==> src/core/cfr_pkg.sv <==
package cfr_pkg;

  // ==========================================================
  // register map, byte offsets on the ahb-lite port
  localparam logic [31:0] OFS_CTRL  = 32'h0000_0000;
  localparam logic [31:0] OFS_CADDR = 32'h0000_0004;
  localparam logic [31:0] OFS_CDATA = 32'h0000_0008;
  localparam logic [31:0] RD_ZERO   = 32'h0000_0000;

  // ==========================================================
  // flash_control bit positions
  localparam int CTL_RDY   = 0;
  localparam int CTL_MODE  = 1;
  localparam int CTL_FRST  = 3;
  localparam int CTL_UAREA = 5;

  // ==========================================================
  // command codes, low data byte only
  localparam logic [7:0] CMD_ARRAY  = 8'hff;
  localparam logic [7:0] CMD_STATUS = 8'h70;
  localparam logic [7:0] CMD_CLEAR  = 8'h50;
  localparam logic [7:0] CMD_PGM    = 8'h40;
  localparam logic [7:0] CMD_ERASE  = 8'h20;
  localparam logic [7:0] CMD_CONF   = 8'hd0;

  // ==========================================================
  // status readback layout
  localparam int SR_RDY = 7;
  localparam int SR_ERS = 5;
  localparam int SR_PGM = 4;

  // ==========================================================
  // misc widths and values
  localparam int          CADDR_W    = 17;
  localparam logic [1:0]  STRAP_WAIT = 2'h2;
  localparam logic [1:0]  HRESP_OKAY = 2'h0;

  // sequencer states
  typedef enum logic [2:0] {
    ST_ARRAY  = 3'b000,
    ST_STATUS = 3'b001,
    ST_PGM2   = 3'b010,
    ST_ERS2   = 3'b011,
    ST_BUSY   = 3'b100
  } cfr_state_e;

  // request bundle to the flash cell macro
  typedef struct packed {
    logic        pgm;
    logic        erase;
    logic        erase_all;
    logic        abort;
    logic [15:0] addr;
    logic [15:0] wdata;
  } cfr_fl_req_s;

  // software visible control bits, plus the internal 0-then-1 arm flag
  typedef struct packed {
    logic mode;
    logic frst;
    logic uarea;
    logic armed;
  } cfr_ctrl_s;

endpackage

==> src/core/cfr_flash_ctrl.sv <==
// The implementer's own choices: the AHB-Lite register port and the register offsets.
`timescale 1ns/100ps

// Function
// mode bit sets only on a write of 0 then 1; a 0 clears it
// commands are decoded only while the mode bit is 1
// command writes to an odd address are ignored
// commands use the low data byte; program data uses all 16 bits
// ready/busy bit reads 0 during an automatic operation, else 1
// writing 1 to bit 3 in mode resets the flash control circuit
// software waits for ready before releasing the flash reset
// bit 5 selects the user area, only when booted in boot mode
// watchdog in mode, reset pin or soft reset restore reset state
// flash reset during an operation abandons it
// code FF enters read array; reads return flash words
// code 70 makes reads return the status on the low byte
// code 50 clears the program and erase error flags
// code 40 then a data write programs that word at that address
// programming or erasing switches to status mode until FF or reset
// software issues nothing while busy and checks ready first
// code 20 then D0 at the block top address erases the block
// software never programs a word twice
// software sets up bus cycle and masks interrupts before mode
// software services the watchdog before program or erase
// code 20 then 20 erases all blocks, ready reports the end
// with an error flag set, program and erase commands are refused
// bad erase second code sets both errors; FF cancels to array
// after reset the status reads 80
// undefined first codes are ignored without side effects
module cfr_flash_ctrl (
  // clock and reset
  input  wire logic                 i_clk_sys,
  input  wire logic                 i_arst_n,
  // reset sources and boot strap
  input  wire logic                 i_wdt_irq,
  input  wire logic                 i_sw_reset,
  input  wire logic                 i_boot_pin,
  // ahb-lite slave
  input  wire logic                 i_hsel,
  input  wire logic [31:0]          i_haddr,
  input  wire logic [1:0]           i_htrans,
  input  wire logic                 i_hwrite,
  input  wire logic [2:0]           i_hsize,
  input  wire logic [31:0]          i_hwdata,
  input  wire logic                 i_hready,
  output logic                      o_hreadyout,
  output logic [1:0]                o_hresp,
  output logic [31:0]               o_hrdata,
  // flash cell macro
  input  wire logic [15:0]          i_fl_rdata,
  input  wire logic                 i_fl_done,
  input  wire logic                 i_fl_fail,
  output cfr_pkg::cfr_fl_req_s      o_fl_req,
  output logic                      o_user_area
);

  // ==========================================================
  // state
  cfr_pkg::cfr_state_e state, next_state;
  cfr_pkg::cfr_ctrl_s  ctrl, next_ctrl;
  cfr_pkg::cfr_fl_req_s next_fl_req;
  logic [1:0]  errs, next_errs;           // [1] erase, [0] program
  logic        op_ers, next_op_ers;
  logic [16:0] caddr, next_caddr;
  logic        dp_act, next_dp_act, dp_write, next_dp_write;
  logic [31:0] dp_addr, next_dp_addr;
  logic        boot_s1, next_boot_s1, boot_s2, next_boot_s2;
  logic        boot_mode, next_boot_mode;
  logic [1:0]  cap_cnt, next_cap_cnt;
  logic        next_hreadyout, next_user_area;
  logic [31:0] next_hrdata;
  logic        rdy, soft_rst, cmd_wr, cmd_ok;
  logic [7:0]  code;

  // ==========================================================
  // helpers
  function automatic logic [7:0] sr_val(input logic r,
                                        input logic [1:0] e);
    logic [7:0] v;
    v = 8'h00;
    v[cfr_pkg::SR_RDY] = r;
    v[cfr_pkg::SR_ERS] = e[1];
    v[cfr_pkg::SR_PGM] = e[0];
    return v;
  endfunction

  function automatic logic [31:0] ctrl_word(input cfr_pkg::cfr_ctrl_s c,
                                            input logic r);
    logic [31:0] v;
    v = cfr_pkg::RD_ZERO;
    v[cfr_pkg::CTL_RDY]   = r;
    v[cfr_pkg::CTL_MODE]  = c.mode;
    v[cfr_pkg::CTL_FRST]  = c.frst;
    v[cfr_pkg::CTL_UAREA] = c.uarea;
    return v;
  endfunction

  // ready while no automatic operation runs
  assign rdy      = (state != cfr_pkg::ST_BUSY);
  // watchdog only counts while reprogramming is selected
  assign soft_rst = i_sw_reset | (i_wdt_irq & ctrl.mode);
  assign cmd_wr   = dp_act & dp_write & (dp_addr == cfr_pkg::OFS_CDATA);
  assign cmd_ok   = cmd_wr & ctrl.mode & ~caddr[0] & ~ctrl.frst
                    & rdy;
  assign code     = i_hwdata[7:0];

  // ==========================================================
  // next-state logic for bus, control and sequencer
  always_comb begin
    next_state     = state;
    next_ctrl      = ctrl;
    next_errs      = errs;
    next_op_ers    = op_ers;
    next_caddr     = caddr;
    next_fl_req    = o_fl_req;
    next_fl_req.pgm       = 1'b0;
    next_fl_req.erase     = 1'b0;
    next_fl_req.erase_all = 1'b0;
    next_fl_req.abort     = 1'b0;
    next_dp_act    = 1'b0;
    next_dp_write  = dp_write;
    next_dp_addr   = dp_addr;
    next_hreadyout = 1'b1;
    next_hrdata    = o_hrdata;
    next_boot_s1   = i_boot_pin;
    next_boot_s2   = boot_s1;
    // strap is caught once, after the synchroniser has filled;
    // the counter then parks so a later pin change is not seen until the next pin reset
    next_cap_cnt   = (cap_cnt <= cfr_pkg::STRAP_WAIT) ? cap_cnt + 2'h1
                                                      : cap_cnt;
    next_boot_mode = (cap_cnt == cfr_pkg::STRAP_WAIT) ? boot_s2 : boot_mode;
    // address phase: one wait state keeps hrdata registered
    if (i_hsel && i_hready && i_htrans[1]) begin
      next_dp_act    = 1'b1;
      next_dp_write  = i_hwrite;
      next_dp_addr   = i_haddr;
      next_hreadyout = 1'b0;
    end
    // data phase writes; any other write breaks the 0-then-1 pair
    if (dp_act && dp_write) begin
      next_ctrl.armed = 1'b0;
      if (dp_addr == cfr_pkg::OFS_CTRL) begin
        if (!i_hwdata[cfr_pkg::CTL_MODE]) begin
          next_ctrl.mode  = 1'b0;
          next_ctrl.armed = 1'b1;
        end else if (ctrl.armed) begin
          next_ctrl.mode  = 1'b1;
        end
        // the reset bit only arms from mode; a 0 always releases
        next_ctrl.frst  = i_hwdata[cfr_pkg::CTL_FRST] & ctrl.mode;
        next_ctrl.uarea = i_hwdata[cfr_pkg::CTL_UAREA];
      end else if (dp_addr == cfr_pkg::OFS_CADDR) begin
        next_caddr = i_hwdata[cfr_pkg::CADDR_W-1:0];
      end
    end
    // data phase reads
    if (dp_act && !dp_write) begin
      if (dp_addr == cfr_pkg::OFS_CTRL) begin
        next_hrdata = ctrl_word(ctrl, rdy);
      end else if (dp_addr == cfr_pkg::OFS_CADDR) begin
        next_hrdata = {15'h0000, caddr};
      end else if (dp_addr == cfr_pkg::OFS_CDATA) begin
        if (state == cfr_pkg::ST_ARRAY) begin
          next_hrdata = {16'h0000, i_fl_rdata};
        end else begin
          next_hrdata = {24'h00_0000, sr_val(rdy, errs)};
        end
      end else begin
        next_hrdata = cfr_pkg::RD_ZERO;
      end
    end
    // command decoder
    if (cmd_ok) begin
      case (state)
        cfr_pkg::ST_PGM2: begin
          next_fl_req.pgm   = 1'b1;
          next_fl_req.wdata = i_hwdata[15:0];
          next_op_ers       = 1'b0;
          next_state        = cfr_pkg::ST_BUSY;
        end
        cfr_pkg::ST_ERS2: begin
          if (code == cfr_pkg::CMD_CONF) begin
            next_fl_req.erase = 1'b1;
            next_op_ers       = 1'b1;
            next_state        = cfr_pkg::ST_BUSY;
          end else if (code == cfr_pkg::CMD_ERASE) begin
            next_fl_req.erase_all = 1'b1;
            next_op_ers           = 1'b1;
            next_state            = cfr_pkg::ST_BUSY;
          end else if (code == cfr_pkg::CMD_ARRAY) begin
            next_state = cfr_pkg::ST_ARRAY;
          end else begin
            next_errs  = 2'h3;
            next_state = cfr_pkg::ST_STATUS;
          end
        end
        default: begin
          if (code == cfr_pkg::CMD_ARRAY) begin
            next_state = cfr_pkg::ST_ARRAY;
          end else if (code == cfr_pkg::CMD_STATUS) begin
            next_state = cfr_pkg::ST_STATUS;
          end else if (code == cfr_pkg::CMD_CLEAR) begin
            next_errs = 2'h0;
          end else if (code == cfr_pkg::CMD_PGM && errs == 2'h0) begin
            next_state = cfr_pkg::ST_PGM2;
          end else if (code == cfr_pkg::CMD_ERASE && errs == 2'h0) begin
            next_state = cfr_pkg::ST_ERS2;
          end
          // anything else leaves mode and flags alone
        end
      endcase
    end
    // completion of the automatic operation, result to status
    if (state == cfr_pkg::ST_BUSY && i_fl_done) begin
      next_state = cfr_pkg::ST_STATUS;
      if (i_fl_fail && op_ers) begin
        next_errs[1] = 1'b1;
      end else if (i_fl_fail) begin
        next_errs[0] = 1'b1;
      end
    end
    // flash reset bit: abandon work and hold the circuit idle
    if (next_ctrl.frst) begin
      next_fl_req.abort = (state == cfr_pkg::ST_BUSY) & ~ctrl.frst;
      next_state        = cfr_pkg::ST_ARRAY;
      next_errs         = 2'h0;
    end
    // soft reset sources; a bus phase in flight still completes
    if (soft_rst) begin
      next_fl_req.abort = (state == cfr_pkg::ST_BUSY);
      next_fl_req.pgm       = 1'b0;
      next_fl_req.erase     = 1'b0;
      next_fl_req.erase_all = 1'b0;
      next_state  = cfr_pkg::ST_ARRAY;
      next_ctrl   = '0;
      next_errs   = 2'h0;
      next_op_ers = 1'b0;
      next_caddr  = '0;
    end
    next_fl_req.addr = next_caddr[16:1];
    // user area is fixed when not booted from the boot area
    next_user_area = next_boot_mode ? next_ctrl.uarea : 1'b1;
  end

  // ==========================================================
  // registers
  always_ff @(posedge i_clk_sys or negedge i_arst_n) begin
    if (!i_arst_n) begin
      state       <= cfr_pkg::ST_ARRAY;
      ctrl        <= '0;
      errs        <= 2'h0;
      op_ers      <= 1'b0;
      caddr       <= '0;
      dp_act      <= 1'b0;
      dp_write    <= 1'b0;
      dp_addr     <= cfr_pkg::RD_ZERO;
      boot_s1     <= 1'b0;
      boot_s2     <= 1'b0;
      boot_mode   <= 1'b0;
      cap_cnt     <= 2'h0;
      o_hreadyout <= 1'b1;
      o_hresp     <= cfr_pkg::HRESP_OKAY;
      o_hrdata    <= cfr_pkg::RD_ZERO;
      o_fl_req    <= '0;
      o_user_area <= 1'b1;
    end else begin
      state       <= next_state;
      ctrl        <= next_ctrl;
      errs        <= next_errs;
      op_ers      <= next_op_ers;
      caddr       <= next_caddr;
      dp_act      <= next_dp_act;
      dp_write    <= next_dp_write;
      dp_addr     <= next_dp_addr;
      boot_s1     <= next_boot_s1;
      boot_s2     <= next_boot_s2;
      boot_mode   <= next_boot_mode;
      cap_cnt     <= next_cap_cnt;
      o_hreadyout <= next_hreadyout;
      o_hresp     <= cfr_pkg::HRESP_OKAY;
      o_hrdata    <= next_hrdata;
      o_fl_req    <= next_fl_req;
      o_user_area <= next_user_area;
    end
  end
endmodule // cfr_flash_ctrl

==> config.mk <==
export PLATFORM = sky130hd
export DESIGN_NAME = cfr_flash_ctrl
export DESIGN_NICKNAME = d
export VERILOG_FILES = /design/src/core/cfr_pkg.sv /design/src/core/cfr_flash_ctrl.sv
export SDC_FILE = /design/constraint.sdc
export NUM_CORES = 1
export LEC_CHECK = 0
export BUFFER_PORTS_ARGS = -buffer_cell sky130_fd_sc_hd__buf_2
export CAP_MARGIN = 10
export CORE_AREA = 2 2 111 113
export CTS_BUF_LIST = sky130_fd_sc_hd__clkbuf_4 sky130_fd_sc_hd__clkbuf_8 sky130_fd_sc_hd__clkbuf_16
export DETAILED_ROUTE_END_ITERATION = 7
export DIE_AREA = 0 0 113 115
export PLACE_DENSITY = 0.69
export SLEW_MARGIN = 5
export SYNTH_ARGS = -nofsm -noshare
export SYNTH_HDL_FRONTEND = slang
export SYNTH_SLANG_ARGS = --single-unit
==> constraint.sdc <==
create_clock -name i_clk_sys -period 6.14 [get_ports i_clk_sys]
set_input_delay 1.228 -clock i_clk_sys [delete_from_list [all_inputs] [get_ports i_clk_sys]]
set_output_delay 1.228 -clock i_clk_sys [all_outputs]
set_load 0.005 [all_outputs]
* After elaboration in Yosys (flattened, before gate mapping) *
Index checks and enable logic that the tools add are counted.

operators by class
  multiply operators = 0
  shift-type cells = 0
  equal/unequal tests = 17
  add/sub/neg operators = 1
  muxes and demuxes = 58
  bitwise gates (word level) = 12
  div/mod/pow operators = 0
  $lt $le $gt $ge = 1
  reduce and logical (&&, ||, !) cells = 24

operators by type and width
  operator               number
  $mux W32               3
  $mux W17               4
  $mux W3                12
  $eq A32 B3 Y1 const B  1
  $eq A32 B4 Y1 const B  1
  $logic_not A32 Y1      1
  $eq A8 B7 Y1 const B   3
  $mux W2                11
  $mux W1                20
  $eq A8 B8 Y1 const B   2
  $mux W16               1
  $mux W4                4
  $reduce_and A3 Y1      4
  $and A1 B1 Y1          9
  $reduce_bool A9 Y1     1
  $eq A8 B6 Y1 const B   1
  $logic_and A1 B1 Y1    8
  $ne A8 B5 Y1 const B   1
  $reduce_bool A2 Y1     4
  $eq A3 B2 Y1 const B   2
  $pmux W3 S2            1
  $ne A4 B4 Y1 const B   1
  $pmux W2 S2            1
  $reduce_bool A4 Y1     1
  15 further kinds       16

word-level totals
  memory bits (read-only) = 0
  memories = 0
  bits in writable memories = 0
  register bits after elaboration = 120
  bits of input ports = 95
  bits in latches = 0
  output and inout port bits = 72

* Longest topological paths before layout *
  depth after elaboration = 12
  mapped depth = 7
  gate-level depth less buffers = 5

* Worst setup path after synthesis *
OpenSTA, ideal clock, no wires.

  path kind = input -> register
  start = input i_hwdata[6]
  end = register op_ers
  setup slack = 3.287 ns
  arrival time = 2.775 ns
  data required time = 6.062 ns
  library setup time = 0.078 ns
  stages = 6
  buffers on the path = 1
  path through = clkbuf_1 > or4b_2 > a21oi_1 > o21ai_0 > or3_1 > a21oi_1

on the way
  word-level cells in the longest chain between the ends = 5
  elaborated cells on any way between the ends = 8
  classes of those cells = eq/ne (3); mux (4); reduce/logical (1)

ends and longest elaborated chain
  element               RTL line               text
  start, declared       cfr_flash_ctrl.sv:44   input wire logic [31:0] i_hwdata,
  $eq A8 B8 Y1          cfr_flash_ctrl.sv:182  if (code == cfr_pkg::CMD_CONF) begin
  $mux W1               cfr_flash_ctrl.sv:182
  $pmux W1 S2           cfr_flash_ctrl.sv:174  case (state)
  $mux W1               cfr_flash_ctrl.sv:173  if (cmd_ok) begin
  $mux W1               cfr_flash_ctrl.sv:229  if (soft_rst) begin
  end signal, assigned  cfr_flash_ctrl.sv:270  op_ers <= next_op_ers;
  end, declared         cfr_flash_ctrl.sv:63   logic op_ers, next_op_ers;

Parallel ways exist; a longest one is shown, timed or not. The select of a mux whose other input is x is not followed.
A chain may end at the register's enable or synchronous reset.

* Final worst setup path *
  start = register dp_addr[5]
  end = register o_fl_req[11] in the netlist's numbering

on the way
  word-level cells in the longest chain between the ends = 7

ends and longest elaborated chain
  element                             RTL line               text
  start, declared                     cfr_flash_ctrl.sv:66   logic [31:0] dp_addr, next_dp_addr;
  start signal, assigned              cfr_flash_ctrl.sv:256  dp_addr <= cfr_pkg::RD_ZERO;
  start signal, assigned              cfr_flash_ctrl.sv:274  dp_addr <= next_dp_addr;
  $eq A32 B4 Y1                       cfr_flash_ctrl.sv:102  assign cmd_wr = dp_act & dp_write & (dp_addr == cfr_pkg::OFS_CDATA);
  $and A1 B1 Y1                       cfr_flash_ctrl.sv:102
  $and A1 B1 Y1 (3 in series)         cfr_flash_ctrl.sv:103  assign cmd_ok = cmd_wr & ctrl.mode & ~caddr[0] & ~ctrl.frst
  $and A1 B1 Y1                       cfr_flash_ctrl.sv:104  & rdy;
  $reduce_and A2 Y1 (no source line)  --
  end signal, assigned                cfr_flash_ctrl.sv:282  o_fl_req <= next_fl_req;
  end, declared                       cfr_flash_ctrl.sv:53   output cfr_pkg::cfr_fl_req_s o_fl_req,

No other way between the ends.

==> run_results.csv <==
group,metric,value,unit
detailed_routing,postRouteWirelength,10.8,mm
timing,finalMaxSlewViolations,0,
detailed_routing,detail_route.iter0.violations,216,
pwr,power.share.switching,23.9,%
grt,grt_pass1_vias,3607,
synth,syn-cell-area,4880,µm²
finish,drive_above_1_share,42.4,%
clock_tree,htreeDepth,3,
pwr,seqPwrFrac,53.4,%
timing,fin_skew,8.28,ps
synth,synth_largest_area_cell,"dfrtp_1",
grt,globalRouteOverflowTotal,0,
setup_path,endpoint_kind,"register",
setup_path,crit_arrival,2910,ps
floorplan,die_width,113,µm
synth,yosys_warnings,0,
clock_tree,cts-hold-fix-buffers,0,
timing,setup_viol,0,
timing,fmax,373,MHz
timing,finalSetupTns,0,ps
synth,syn_area_per_cell,12.0,µm²
pwr,clock_power_share,37.8,%
timing,setup_ws,3460,ps
setup_path,r2r_setup_slack,3460,ps
detailed_routing,dr_total_vias,3482,
synth,synth_enable_flop_cells,0,
synth,synth-async-reset-ratio,100,%
setup_path,timing.setup.critical_path_class,"reg2reg",
pwr,leakage,2.75,nW
clock_tree,tritoncts_num_sinks,105,
clock_tree,cts.root.buffer_cell,"clkbuf_16",
job,max_cap_violations,0,
clock_tree,cts.clk_slew.worst_paths,70,ps
pwr,power_frac_comb,8.9,%
outcome,run_status,"finished with violations",
pwr,p_int,1.10,mW
detailed_routing,avgViaCountPerCell,5.20,
synth,fraction_of_synthesized_cell_area_taken_by_the_top_area_cell_type,52.8,%
outcome,violations,"DRC",
floorplan,io_pins,167,
detailed_routing,wl_per_cell,16.2,µm
finish,post_layout_nets,613,
pwr,ir_drop,142,µV
place,port_buffers,130,
floorplan,die_height,115,µm
synth,synth.yosys.seq_area_share,53.9,%
grt,antenna_violations_before_repair,1,
synth,synth_cells,407,
floorplan,fp.dieArea,13000,µm²
timing,period_minus_slack,2680,ps
clock_tree,cts_made_buffers,9,
clock_tree,post_cts.resized_instances,0,
place,finalWeightedCongestion,0.930,
setup_path,crit_path_max_fanout,16,
place,preCtsSetupSlack,3170,ps
detailed_routing,post-route-drc-count,10,
grt,grt_max_degree,63,
setup_path,critical_path.startpoint_type,"register",
pwr,net-switching-power,0.344,mW
synth,dominantRegCellSynth,"dfrtp_1",
synth,synthDistinctLibCells,55,
clock_tree,clock_tree.buffer_depth,2,
detailed_routing,ant_nets,0,
timing,setup_repair_after_global_routing_missed_its_margin,"false",
place,dp.final_hpwl,7.98,mm
clock_tree,cts_tree,"done",
floorplan,core_region_area,11800,µm²
pwr,power_density,249,nW/µm²
hold_path,min_path_type,"reg2reg",
grt,grt_pass1_wl,18.1,mm
timing,max_slew.worst_pin.slew,1030,ps
timing,relative_slew_slack,31.3,%
synth,yosysMostFrequentCell,"dfrtp_1",
finish,utilization,48.9,%
timing,worst_hold_slack,376,ps
clock_tree,clock_insertion_delay_worst_skew,340,ps
detailed_routing,drt-pass1-iter-count,7,
timing,post-route-period-util,43.7,%
synth,synthTopCellsByCount,"dfrtp_1, mux2_2, buf_4",
floorplan,start_util,41.3,%
floorplan,num_rows,40,
timing,hold_viol,0,
setup_path,cp.required,6370,ps
finish,layout_area_overhead,18.3,%
synth,synth.area.top_cells,"dfrtp_1, mux2_2, buf_4",
clock_tree,post_cts.repair.setup_buffers,0,
synth,yosys_register_bits,105,
grt,global_route.usage.total,17.7,%
## registers in the layout (all words and copies together), names as in the netlist, 2 cells and up
| register | count |
|---|---|
| cap_cnt | 2 |
| ctrl | 4 |
| o_fl_req | 36 |
| o_hrdata | 17 |
| dp_addr | 32 |
| errs | 2 |
| state | 3 |
## metrics by stage
step / cell area, µm² / std cells / power, mW
2_1_floorplan: 4940 / 423 / 0.855
3_3_place_gp: 5490 / 652 / 0.903
3_5_place_dp: 5490 / 652 / 0.911
4_1_cts: 5770 / 668 / 1.46
5_1_grt: 5780 / 669 / 1.51
6_report: 5780 / 669 / 1.44
## cell type report
type                       instances  area [µm²]
inverter                           4        15.0
fill                            1113        6040
multi-input combinational        262        1980
clock inverter                     5        38.8
clock buffer                      11         246
sequential                       105        2630
tap                              147         184
antenna                            1        2.50
timing repair buffer             134         683
## path summary, 6_finish.rpt
kind,from,end,cells after the start
max in group asynchronous,i_arst_n,boot_s2$_DFF_PN0_,2
max,dp_addr[5]$_DFFE_PN0P_,o_fl_req[11]$_DFFE_PN0P_,5
min in group asynchronous,i_arst_n,dp_addr[16]$_DFFE_PN0P_,1
min,boot_s1$_DFF_PN0_,boot_s2$_DFF_PN0_,0
min reg2reg,boot_s1$_DFF_PN0_,boot_s2$_DFF_PN0_,0
max reg2reg,dp_addr[5]$_DFFE_PN0P_,o_fl_req[11]$_DFFE_PN0P_,5
## critical path, stage by stage (launching register included)
cell     delay, ps
dfrtp_1        390
nor4_2         390
and4_1         370
nand2_1        240
nor3_4         750
mux2_2         410
## power groups by stage
stage / Combinational, mW / Sequential (mW) / Clock, mW
final: 0.128 / 0.768 / 0.544
after floorplan: 0.0820 / 0.773 / 0
after detailed placement: 0.130 / 0.782 / 0
after global routing: 0.145 / 0.774 / 0.596
after global placement: 0.126 / 0.778 / 0
after CTS: 0.130 / 0.768 / 0.564
## cell usage in the layout (no fill, tap or decap), types with 2 or more instances in the layout
master     netlist  routed
a21oi_1          7       7
a22o_1           2       2
a22oi_1         14      14
a31oi_1          3       3
a41oi_1          3       3
and3_1           2       2
and4_1           2       2
buf_2            3     129
buf_4           34       5
clkbuf_16        0       9
conb_1           1      17
dfrtp_1        103     103
dfstp_2          2       2
ha_1             2       2
inv_1            4       4
inv_6            0       2
mux2_2          50      50
mux2i_1         23      23
nand2_1         23      23
nand2b_1         6       6
nand3_1          5       5
nand4_1          4       4
nand4b_1         2       2
nor2_1          28      28
nor2b_1          2       2
nor3_1           4       3
nor3b_1          2       2
nor4_1           6       5
nor4_2           7       8
o21a_1           2       2
o21ai_0         20      20
o221ai_1         2       2
o22ai_1          2       2
or4_1            2       2
## metal layers
metal	track usage [%]	wire [µm]	up-vias	share of wire (%)
met5	0	0	-	0
met4	7.89	238	0	2.2
met3	3.53	549	15	5.1
met2	28.3	5400	105	50
met1	23.5	4660	1717	43
li1	-	-	1645	-
## cells by family (layout without fill, tap and decap cells)
group / count (synthesis) / in the layout / synth area share (%)
AO/OA/AOI/OAI: 61 / 61 / 8.25
flip-flops: 105 / 105 / 53.9
buffers and inverters: 56 / 154 / 7.15
multiplexers: 73 / 73 / 16.2
AND/OR/NAND/NOR: 107 / 107 / 13.6
XOR/XNOR: 2 / 2 / 0.359
adder cells (fa/ha/maj): 2 / 2 / 0.512
other: 1 / 18 / 0.0768
No activity file was read; power rests on OpenSTA's default activity.
